[src/verilog/link_ctrl_pkg.sv]
// constants shared by the serial link status and lane control logic
package link_ctrl_pkg;
   // register indices; byte address is four times the index
   localparam logic [9:0]  IDX_LINK_STATE = 10'h208;
   localparam logic [9:0]  IDX_CHAN_PD    = 10'h209;
   localparam logic [9:0]  IDX_SPARE_A    = 10'h20A;
   localparam logic [9:0]  IDX_SPARE_B    = 10'h20B;
   localparam int          ADDR_W         = 12;
   localparam int          DATA_W         = 8;
   localparam int          LANES          = 8;
   // status field positions
   localparam int          ST_LINK_UP     = 6;
   localparam int          ST_SYNC        = 5;
   localparam int          ST_REALIGNED   = 4;
   localparam int          ST_ALIGNMENT_FLAG     = 3;
   localparam int          ST_PLL_LOCKED  = 2;
   // power-down field positions
   localparam int          PD_CHAN_A      = 0;
   localparam int          PD_CHAN_B      = 1;
   // spare lane register fields
   localparam int          SP_SER_BIT     = 0;
   // reset values
   localparam logic [7:0]  RST_CHAN_PD    = 8'h00;
   localparam logic [7:0]  RST_SPARE      = 8'h00;
   localparam logic [7:0]  RD_IDLE        = 8'h00;
endpackage

[src/verilog/lane_gate.sv]
// per-link lane clock and serializer enable gating
`timescale 1ns/1ps
module lane_gate
   import link_ctrl_pkg::*;
#(
   parameter int NLANES = LANES
)
(
   // clock and reset
   input  wire logic              clk_sys,
   input  wire logic              resetn,
   // control
   input  wire logic              link_active,
   input  wire logic              spare_ser,
   input  wire logic [NLANES-1:0] base_lanes,
   input  wire logic [NLANES-1:1] spare_lanes,
   // enables
   output logic      [NLANES-1:0] lane_clk_en,
   output logic      [NLANES-1:0] ser_en
);
   typedef struct packed {
      logic [NLANES-1:0] lane_clk;
      logic [NLANES-1:0] ser;
   } gate_state_t;

   gate_state_t state_ff;
   gate_state_t nxt_state;
   logic [NLANES-1:0] lane_on;
   logic [NLANES-1:0] ser_want;
   logic [NLANES-1:0] chain;
   logic [NLANES-1:0] ser_ok;

   initial
   begin
      if (NLANES < 2 || NLANES > 8)
         $error("lane_gate: NLANES must be 2 to 8");
   end

   assign lane_on[0]  = base_lanes[0];
   assign ser_want[0] = base_lanes[0];
   assign chain[0]    = lane_on[0];
   assign ser_ok[0]   = ser_want[0];

   genvar n;
   generate
      for (n = 1; n < NLANES; n++)
      begin : g_lane
         // spare lane counts even where the mode leaves it unused
         assign lane_on[n]  = base_lanes[n] | spare_lanes[n];
         // spare serializers only with the serializer bit set
         assign ser_want[n] = base_lanes[n] |
                              (spare_lanes[n] & spare_ser);
         assign chain[n]    = chain[n-1] & lane_on[n];
         // no clock unless every lower lane is enabled
         assign ser_ok[n]   = ser_want[n] & chain[n-1];
      end
   endgenerate

   always_comb
   begin
      nxt_state          = state_ff;
      // spare lanes do not revive a powered-down link
      nxt_state.lane_clk = link_active ? lane_on : '0;
      nxt_state.ser      = link_active ? ser_ok : '0;
   end

   always_ff @(posedge clk_sys or negedge resetn)
   begin
      if (!resetn)
         state_ff <= '0;
      else
         state_ff <= nxt_state;
   end

   assign lane_clk_en = state_ff.lane_clk;
   assign ser_en      = state_ff.ser;

   property p_ser_chain;
      @(posedge clk_sys) disable iff (!resetn)
      ser_en[NLANES-1] |-> &lane_clk_en[NLANES-2:0];
   endproperty
   a_ser_chain: assert property (p_ser_chain)
      else $error("top serializer clocked with a lower lane off");

   property p_dead_link;
      @(posedge clk_sys) disable iff (!resetn)
      !link_active |=> (lane_clk_en == '0 && ser_en == '0);
   endproperty
   a_dead_link: assert property (p_dead_link)
      else $error("lane enabled on an inactive link");

   property p_spare_clk;
      @(posedge clk_sys) disable iff (!resetn)
      (link_active && spare_lanes[1]) |=> lane_clk_en[1];
   endproperty
   a_spare_clk: assert property (p_spare_clk)
      else $error("spare lane clock not enabled");

   property p_spare_ser_off;
      @(posedge clk_sys) disable iff (!resetn)
      (!spare_ser && !base_lanes[1]) |=> !ser_en[1];
   endproperty
   a_spare_ser_off: assert property (p_spare_ser_off)
      else $error("spare serializer on without serializer bit");

   c_ser_chain: cover property (@(posedge clk_sys) disable iff (!resetn)
      ser_en[NLANES-1]);
endmodule

[src/verilog/serial_link_status_power_lane_ctrl.sv]
// serial link status, channel power-down and spare lane control
//
// Functional notes
// - status bit 6 shows link established; read only.
// - status bit 5 reads 0 while SYNC~ asserted, 1 otherwise.
// - status bit 4 sets on SYSREF clock realignment, sticky.
// - writing one clears the realignment flag; zero leaves it.
// - status bit 2 shows serializer PLL lock.
// - power-down bits 0 and 1 power ADC A and B; reset zero.
// - digital channels bound to a powered-down ADC power down too.
// - both ADCs down powers down whole serial subsystem and PLL.
// - link A keeps running when digital channel B is disabled.
// - per link, field bit n enables spare lane n, n one to seven.
// - spare lane enable acts even if the mode skips that lane.
// - spare lane bit turns on that lane's link-layer clocks.
// - serializer bit zero: clocks only; one: serializers transmit too.
// - spare lanes follow active link mode and test pattern selection.
// - powered-down link stays inactive despite spare lanes enabled.
// - serializer n clocked only when lanes 0 to n-1 are enabled.
//
// Implementation choice: the plain strobed port.
`timescale 1ns/1ps
module serial_link_status_power_lane_ctrl
   import link_ctrl_pkg::*;
#(
   parameter int NLANES = LANES
)
(
   // clock and reset
   input  wire logic              clk_sys,
   input  wire logic              resetn,
   // register port
   input  wire logic [ADDR_W-1:0] reg_addr,
   input  wire logic [DATA_W-1:0] reg_wdata,
   input  wire logic              reg_wr,
   input  wire logic              reg_rd,
   output logic      [DATA_W-1:0] reg_rdata,
   // link and clocking state
   input  wire logic              sync_req_n,
   input  wire logic              link_up,
   input  wire logic              pll_locked,
   input  wire logic              sysref_realign,
   input  wire logic              align_event,
   input  wire logic              link_enable,
   // mode and binding settings
   input  wire logic              bind_a_to_b,
   input  wire logic              bind_b_to_b,
   input  wire logic [3:0]        link_mode_select,
   input  wire logic [3:0]        test_pattern_select,
   input  wire logic [NLANES-1:0] mode_lanes_a,
   input  wire logic [NLANES-1:0] mode_lanes_b,
   // power control
   output logic                   power_down_chan_a,
   output logic                   power_down_chan_b,
   output logic                   dig_pd_a,
   output logic                   dig_pd_b,
   output logic                   serial_pd,
   output logic                   link_active_a,
   output logic                   link_active_b,
   // lane control
   output logic      [3:0]        lane_rate_mode,
   output logic      [3:0]        lane_pattern,
   output logic      [NLANES-1:0] lane_clk_en_a,
   output logic      [NLANES-1:0] ser_en_a,
   output logic      [NLANES-1:0] lane_clk_en_b,
   output logic      [NLANES-1:0] ser_en_b
);
   typedef struct packed {
      logic [1:0]        chan_pd;
      logic [NLANES-1:0] spare_a;
      logic [NLANES-1:0] spare_b;
      logic              realigned;
      logic              alignment_flag;
      logic [1:0]        sync_pipe;
      logic [DATA_W-1:0] rdata;
      logic              dig_pd_a;
      logic              dig_pd_b;
      logic              serial_pd;
      logic              active_a;
      logic              active_b;
      logic [3:0]        rate_mode;
      logic [3:0]        pattern;
   } ctrl_state_t;

   ctrl_state_t       state_ff;
   ctrl_state_t       nxt_state;
   logic [9:0]        idx;
   logic              alignment_flag_addr;
   logic [DATA_W-1:0] status_word;

   initial
   begin
      if (NLANES != 8)
         $error("serial link ctrl: register fields need NLANES of 8");
   end

   assign idx          = reg_addr[ADDR_W-1:2];
   assign alignment_flag_addr = (reg_addr[1:0] == 2'h0);

   // reserved bits read zero and hold no state
   always_comb
   begin
      status_word                = '0;
      status_word[ST_LINK_UP]    = link_up;
      status_word[ST_SYNC]       = state_ff.sync_pipe[1];
      status_word[ST_REALIGNED]  = state_ff.realigned;
      status_word[ST_ALIGNMENT_FLAG]    = state_ff.alignment_flag;
      status_word[ST_PLL_LOCKED] = pll_locked;
   end

   always_comb
   begin
      nxt_state = state_ff;
      // sync pin is asynchronous; second stage is the only reader
      nxt_state.sync_pipe = {state_ff.sync_pipe[0], sync_req_n};
      nxt_state.rdata     = RD_IDLE;
      if (reg_rd && alignment_flag_addr)
      begin
         case (idx)
            IDX_LINK_STATE: nxt_state.rdata = status_word;
            IDX_CHAN_PD:    nxt_state.rdata = {6'h00, state_ff.chan_pd};
            IDX_SPARE_A:    nxt_state.rdata = state_ff.spare_a;
            IDX_SPARE_B:    nxt_state.rdata = state_ff.spare_b;
            default:        nxt_state.rdata = RD_IDLE;
         endcase
      end
      if (reg_wr && alignment_flag_addr)
      begin
         case (idx)
            IDX_LINK_STATE:
            begin
               if (reg_wdata[ST_REALIGNED])
                  nxt_state.realigned = 1'b0;
               if (reg_wdata[ST_ALIGNMENT_FLAG])
                  nxt_state.alignment_flag = 1'b0;
            end
            // driving these with link enabled is the caller's fault
            IDX_CHAN_PD: nxt_state.chan_pd = reg_wdata[1:0];
            IDX_SPARE_A: nxt_state.spare_a = reg_wdata;
            IDX_SPARE_B: nxt_state.spare_b = reg_wdata;
            default:     nxt_state.chan_pd = state_ff.chan_pd;
         endcase
      end
      // an event in the clearing cycle wins over the clear
      if (sysref_realign)
         nxt_state.realigned = 1'b1;
      if (align_event)
         nxt_state.alignment_flag = 1'b1;
      // digital channels follow the ADC they are bound to
      nxt_state.dig_pd_a = bind_a_to_b ? state_ff.chan_pd[PD_CHAN_B]
                                       : state_ff.chan_pd[PD_CHAN_A];
      nxt_state.dig_pd_b = bind_b_to_b ? state_ff.chan_pd[PD_CHAN_B]
                                       : state_ff.chan_pd[PD_CHAN_A];
      nxt_state.serial_pd = &state_ff.chan_pd;
      // link A depends on its own channel only, so B may drop out
      nxt_state.active_a = link_enable && !nxt_state.dig_pd_a &&
                           !nxt_state.serial_pd;
      nxt_state.active_b = link_enable && !nxt_state.dig_pd_b &&
                           !nxt_state.serial_pd;
      nxt_state.rate_mode = link_mode_select;
      nxt_state.pattern   = test_pattern_select;
   end

   always_ff @(posedge clk_sys or negedge resetn)
   begin
      if (!resetn)
      begin
         state_ff           <= '0;
         state_ff.chan_pd   <= RST_CHAN_PD[1:0];
         state_ff.spare_a   <= RST_SPARE;
         state_ff.spare_b   <= RST_SPARE;
         state_ff.sync_pipe <= 2'h3;
      end
      else
         state_ff <= nxt_state;
   end

   lane_gate #(
      .NLANES      (NLANES)
   ) u_lane_a (
      .clk_sys     (clk_sys),
      .resetn      (resetn),
      .link_active (state_ff.active_a),
      .spare_ser   (state_ff.spare_a[SP_SER_BIT]),
      .base_lanes  (mode_lanes_a),
      .spare_lanes (state_ff.spare_a[NLANES-1:1]),
      .lane_clk_en (lane_clk_en_a),
      .ser_en      (ser_en_a)
   );

   lane_gate #(
      .NLANES      (NLANES)
   ) u_lane_b (
      .clk_sys     (clk_sys),
      .resetn      (resetn),
      .link_active (state_ff.active_b),
      .spare_ser   (state_ff.spare_b[SP_SER_BIT]),
      .base_lanes  (mode_lanes_b),
      .spare_lanes (state_ff.spare_b[NLANES-1:1]),
      .lane_clk_en (lane_clk_en_b),
      .ser_en      (ser_en_b)
   );

   assign reg_rdata         = state_ff.rdata;
   assign power_down_chan_a = state_ff.chan_pd[PD_CHAN_A];
   assign power_down_chan_b = state_ff.chan_pd[PD_CHAN_B];
   assign dig_pd_a          = state_ff.dig_pd_a;
   assign dig_pd_b          = state_ff.dig_pd_b;
   assign serial_pd         = state_ff.serial_pd;
   assign link_active_a     = state_ff.active_a;
   assign link_active_b     = state_ff.active_b;
   assign lane_rate_mode    = state_ff.rate_mode;
   assign lane_pattern      = state_ff.pattern;

   property p_rd_status;
      @(posedge clk_sys) disable iff (!resetn)
      (reg_rd && reg_addr == {IDX_LINK_STATE, 2'h0})
      |=> (reg_rdata[ST_LINK_UP] == $past(link_up) &&
           reg_rdata[ST_PLL_LOCKED] == $past(pll_locked) &&
           reg_rdata[7] == 1'b0 && reg_rdata[1:0] == 2'h0);
   endproperty
   a_rd_status: assert property (p_rd_status)
      else $error("status read does not match link and lock state");

   property p_sync_follow;
      @(posedge clk_sys) disable iff (!resetn)
      $fell(sync_req_n) ##1 !sync_req_n |=> !state_ff.sync_pipe[1];
   endproperty
   a_sync_follow: assert property (p_sync_follow)
      else $error("sync status missed an asserted request");

   property p_sync_high;
      @(posedge clk_sys) disable iff (!resetn)
      $rose(sync_req_n) ##1 sync_req_n |=> state_ff.sync_pipe[1];
   endproperty
   a_sync_high: assert property (p_sync_high)
      else $error("sync status missed a released request");

   property p_realign_set;
      @(posedge clk_sys) disable iff (!resetn)
      sysref_realign |=> state_ff.realigned;
   endproperty
   a_realign_set: assert property (p_realign_set)
      else $error("realignment flag not set by its event");

   property p_realign_hold;
      @(posedge clk_sys) disable iff (!resetn)
      (state_ff.realigned && !(reg_wr && reg_wdata[ST_REALIGNED]))
      |=> state_ff.realigned;
   endproperty
   a_realign_hold: assert property (p_realign_hold)
      else $error("realignment flag dropped without a clear");

   property p_realign_clr;
      @(posedge clk_sys) disable iff (!resetn)
      (reg_wr && reg_addr == {IDX_LINK_STATE, 2'h0} &&
       reg_wdata[ST_REALIGNED] && !sysref_realign)
      |=> !state_ff.realigned;
   endproperty
   a_realign_clr: assert property (p_realign_clr)
      else $error("write one did not clear realignment flag");

   property p_realign_keep;
      @(posedge clk_sys) disable iff (!resetn)
      (state_ff.realigned && reg_wr && !reg_wdata[ST_REALIGNED])
      |=> state_ff.realigned;
   endproperty
   a_realign_keep: assert property (p_realign_keep)
      else $error("write zero disturbed realignment flag");

   property p_alignment_flag_clr;
      @(posedge clk_sys) disable iff (!resetn)
      (reg_wr && reg_addr == {IDX_LINK_STATE, 2'h0} &&
       reg_wdata[ST_ALIGNMENT_FLAG] && !align_event) |=> !state_ff.alignment_flag;
   endproperty
   a_alignment_flag_clr: assert property (p_alignment_flag_clr)
      else $error("alignment flag not cleared");

   property p_alignment_flag_set;
      @(posedge clk_sys) disable iff (!resetn)
      align_event |=> state_ff.alignment_flag;
   endproperty
   a_alignment_flag_set: assert property (p_alignment_flag_set)
      else $error("alignment flag not set by its event");

   property p_pd_write;
      @(posedge clk_sys) disable iff (!resetn)
      (reg_wr && reg_addr == {IDX_CHAN_PD, 2'h0})
      |=> {power_down_chan_b, power_down_chan_a} == $past(reg_wdata[1:0]);
   endproperty
   a_pd_write: assert property (p_pd_write)
      else $error("channel power-down write not applied");

   property p_bind;
      @(posedge clk_sys) disable iff (!resetn)
      (!bind_a_to_b && power_down_chan_a) |=> dig_pd_a;
   endproperty
   a_bind: assert property (p_bind)
      else $error("bound digital channel stayed powered");

   property p_bind_b;
      @(posedge clk_sys) disable iff (!resetn)
      (bind_b_to_b && power_down_chan_b) |=> dig_pd_b;
   endproperty
   a_bind_b: assert property (p_bind_b)
      else $error("digital channel B stayed powered");

   property p_all_down;
      @(posedge clk_sys) disable iff (!resetn)
      (power_down_chan_a && power_down_chan_b)
      |=> (serial_pd && !link_active_a && !link_active_b);
   endproperty
   a_all_down: assert property (p_all_down)
      else $error("serial subsystem not powered down");

   property p_link_a_alone;
      @(posedge clk_sys) disable iff (!resetn)
      // channel B may be down; link A needs only its own ADC
      (link_enable && !bind_a_to_b && !power_down_chan_a)
      |=> link_active_a;
   endproperty
   a_link_a_alone: assert property (p_link_a_alone)
      else $error("link A dropped though its channel is powered");

   property p_chan_down;
      @(posedge clk_sys) disable iff (!resetn)
      (link_enable && !bind_a_to_b && power_down_chan_a)
      |=> !link_active_a;
   endproperty
   a_chan_down: assert property (p_chan_down)
      else $error("link A active with its channel powered down");

   property p_spare_rd;
      @(posedge clk_sys) disable iff (!resetn)
      (reg_wr && reg_addr == {IDX_SPARE_A, 2'h0}) ##1 !reg_wr ##1
      (reg_rd && reg_addr == {IDX_SPARE_A, 2'h0})
      |=> reg_rdata == $past(reg_wdata, 3);
   endproperty
   a_spare_rd: assert property (p_spare_rd)
      else $error("spare lane register read back wrong");

   c_realign: cover property (@(posedge clk_sys) disable iff (!resetn)
      sysref_realign ##[1:20] (reg_wr && reg_wdata[ST_REALIGNED]));
   c_all_down: cover property (@(posedge clk_sys) disable iff (!resetn)
      serial_pd);
   c_spare_tx: cover property (@(posedge clk_sys) disable iff (!resetn)
      ser_en_a[7] && link_active_a);
endmodule

[config.mk]
export PLATFORM = sky130hd
export DESIGN_NAME = serial_link_status_power_lane_ctrl
export DESIGN_NICKNAME = d
export VERILOG_FILES = /design/src/verilog/link_ctrl_pkg.sv /design/src/verilog/lane_gate.sv /design/src/verilog/serial_link_status_power_lane_ctrl.sv
export SDC_FILE = /design/constraint.sdc
export NUM_CORES = 1
export LEC_CHECK = 0
export ABC_AREA = 1
export BUFFER_PORTS_ARGS = -buffer_cell sky130_fd_sc_hd__buf_2
export CORE_AREA = 2 2 83 85
export DETAILED_ROUTE_END_ITERATION = 8
export DIE_AREA = 0 0 85 87
export PLACE_DENSITY = 0.8
export SLEW_MARGIN = 20
export SYNTH_ARGS = -nofsm -noshare
export SYNTH_HDL_FRONTEND = slang
export SYNTH_HIERARCHICAL = 1
export SYNTH_SLANG_ARGS = --single-unit
[constraint.sdc]
create_clock -name clk_sys -period 1.4 [get_ports clk_sys]
set_clock_uncertainty 0.15 [all_clocks]
set_input_delay 0.07 -clock clk_sys [delete_from_list [all_inputs] [get_ports clk_sys]]
set_output_delay 0.07 -clock clk_sys [all_outputs]
set_load 0.02 [all_outputs]
==> out/results.tsv <==
metric	value	unit
Yosys warnings	6	
final worst-path cycle share	88.0	%
peak supply drop	997	uV
Avg WL per Cell	13.2	microns
storage element area	1830	sq um
RePlAce Congestion	0.784	
io pins	111	
worst reg-to-reg path cell count	4	
Clock Path Buffers	2	
cell with the most instances after synthesis	dfrtp_1	
#FFs+latches synth	73	
Fmax	0.811	GHz
wire length of the first global-routing pass	11.6	mm
Post-DRT Antenna Nets	0	
area fraction of the dominant cell type after synthesis	56.9	%
Synth area leaders	dfrtp_1 57%, nand3_1 5.4%, nor2_1 5.4%, nand2_1 5.2%, o21ai_2 4.5%	
worst hold path endpoint	state_ff[23]$_DFFE_PN0P_	
die width	85	microns
r2r startpoint	link_active_a$_DFF_PN0_	
die area	7400	sq um
DRT iter0 DRCs	130	
Fin. Hold Viols	12	
met2 Use GR	37.3	%
dominant cell type by area after synthesis	dfrtp_1	
ys flop type	dfrtp_1	
EDFF count, synth	0	
Rows	30	
HP Start	reg_addr[0]	
share of cells above drive strength 1	37.9	%
gr usage total	20.3	%
Crit. End Element	output pin	
vias per inst	4.70	
startpoint types	register	
Starting Density	47.5	%
Layout Nets	518	
most frequent cells after synthesis	71 x dfrtp_1, 45 x nor2_1, 43 x nand2_1, 34 x nand3_1, 32 x inv_1	
Cell Chain, Critical Path	buf_2	
First-pass DRT Iterations	5	
H-tree depth	3	
CTS buffer count	9	
relative slew slack	71.7	%
initial antenna violation count	0	
critical path's slowest cell	dfrtp_1	
CP Class	register to output pin	
Final TNS setup	0	ns
Core ar.	6570	sq um
hold crit path type	input pin to register	
WL final	7.23	mm
largest net degree at the start of global routing	57	
Die Y	87	microns
# setup viols final	0	
Synth cell types	22	
leakage	2.36	nW
status	complete, but fails checks	
Worst path top cell family by delay	flip-flops	
# Max-Cap Violations	0	
fillers	502	
clk_lat worst skew	0.34	ns
Post-synth ARST share	100	%
PwrDens	1070	nW/um^2
register-to-register setup slack	0.23	ns
number of vias in the routed layout	2571	
multi-input logic area	970	sq um
failing checks	hold timing	
Worst EP required	1.18	ns
clock sinks	73	
GR Util met3	3.60	%
DRC	0	
Max Fanout on Critical Path	3	
number of global-route vias before repair	2615	
Worst-Margin Slew	0.422	ns
Final min period	1.23	ns
final slew viol count	0	
CTS tree	done	
Netlist Area Pre-Place	3120	sq um
RSZ-0062 raised after global routing	no	
syn nets	370	
Most Crowded Layer GR	met2	
GRT met1 Usage	23.5	%
RR Endpoint	u_lane_a/ser_en[7]$_DFF_PN0_	
Area growth syn-to-layout	39.5	%
worst hold margin	-0.0294	ns
n_diodes	0	
total gr overflow	0	
Post-Synthesis Cells	314	
post-detailed-placement half-perimeter wirelength	4.90	mm
CP bufs+invs	1	
mean post-synth cell area	9.95	sq um
CP arrival	1.01	ns
max incr delay on CP	0.46	ns
CTS resizes	0	
Reg clk slew, reported paths	0.07	ns
CTS root buffer	clkbuf_8	
CP Launch Point	link_active_a$_DFF_PN0_	
port bufs	110	
Seq/Total Area, Yosys	58.6	%
Hold Crit Depth	5	
## placed cells by master (no fill, tap or decap)
cell           netlist  routed
o21ai_2             16      16
nand2_2              6       6
dfstp_2              2       2
nor2_4               6       6
clkinv_2             1       1
clkbuf_1             0       1
nor2_2               4       4
buf_4               18       3
inv_2                5       5
clkinv_4             0       1
dlygate4sd3_1        0      45
nand3_1             34      34
nor2_1              45      45
nor2_8               1       1
buf_2                0     109
o21ai_0              2       2
a21oi_1              5       5
a21oi_2              2       2
o21ai_1             12      12
or2_2                2       2
buf_12               0       2
nand3_4              2       2
nand2_1             43      43
bufinv_16            0       3
nor3b_4              1       1
dfrtp_1             71      71
clkbuf_8             0      11
inv_1               32      32
## registers in the layout, summed over array words and instances, names as in the netlist
register and flops:
power_down_chan_b 1, dig_pd_b 1, reg_rdata 8, u_lane_a/ser_en 8
u_lane_b/ser_en 8, link_active_b 1, dig_pd_a 1, power_down_chan_a 1
nxt_state 1, lane_rate_mode 4, state_ff 19, u_lane_b/lane_clk_en 7
link_active_a 1, lane_pattern 4, u_lane_a/lane_clk_en 7, serial_pd 1
## through the flow
| stage | std cells | util [%] | total power (W) | setup WS [ns] | area (sq um) |
|---|---|---|---|---|---|
| after floorplan | 314 | - | 0.00241 | 0.261 | 3120 |
| after global routing | 547 | 66.3 | 0.00486 | 0.124 | 4360 |
| after detailed placement | 484 | 55.4 | 0.00260 | 0.0589 | 3640 |
| after CTS | 546 | 66.2 | 0.00472 | 0.0644 | 4350 |
| final | 547 | 66.3 | 0.00468 | 0.167 | 4360 |
| after global placement | 484 | 55.4 | 0.00259 | 0.121 | 3640 |
## layer usage
layer	up-vias	part of all wire, %
met1	1192	40
met5	-	0
met2	109	52
met4	0	1.5
met3	10	6.9
li1	1260	-
## power breakdown
| part | internal, W | switching, W | total, W |
|---|---|---|---|
| Combinational | 0.000218 | 0.000267 | 0.000485 |
| Sequential | 0.00216 | 0.0000192 | 0.00218 |
| Clock | 0.00129 | 0.000729 | 0.00201 |
| Total | 0.00366 | 0.00102 | 0.00468 |
## how the worst max path moves through the flow
| stage | endpoint | cells past startpoint |
|---|---|---|
| 2_1_floorplan | state_ff[40]$_DFFE_PN0P_ | 7 |
| 3_3_place_gp | state_ff[26]$_DFFE_PN0P_ | 5 |
| 3_5_place_dp | state_ff[29]$_DFFE_PN0P_ | 5 |
| 4_1_cts | state_ff[24]$_DFFE_PN0P_ | 6 |
| 5_1_grt | power_down_chan_b | 1 |
| 6_report | link_active_a | 1 |
## cells by family (layout without fill, tap and decap cells)
kind of cell | after synthesis | after routing | share of synthesized area [%]
flops | 73 | 73 | 58.6
buf+inv | 60 | 213 | 10.4
simple gates | 144 | 144 | 23.0
compound gates | 37 | 37 | 8.09
## what timing repair did
item,in CTS,in global routing
endpoints found under the setup margin,0,2
buffers inserted,0,2
hold buffers,46,0
hold endpoints to repair,139,0
## area by class of cell
class	count	area share (%)
Tap cell	80	2.30
Clock buffer	12	3.56
Multi-Input combinational cell	181	22.3
Sequential cell	73	42.0
Clock inverter	4	2.27
Inverter	38	3.30
Timing Repair Buffer	159	24.3
Power figures use the tool's default switching activity.
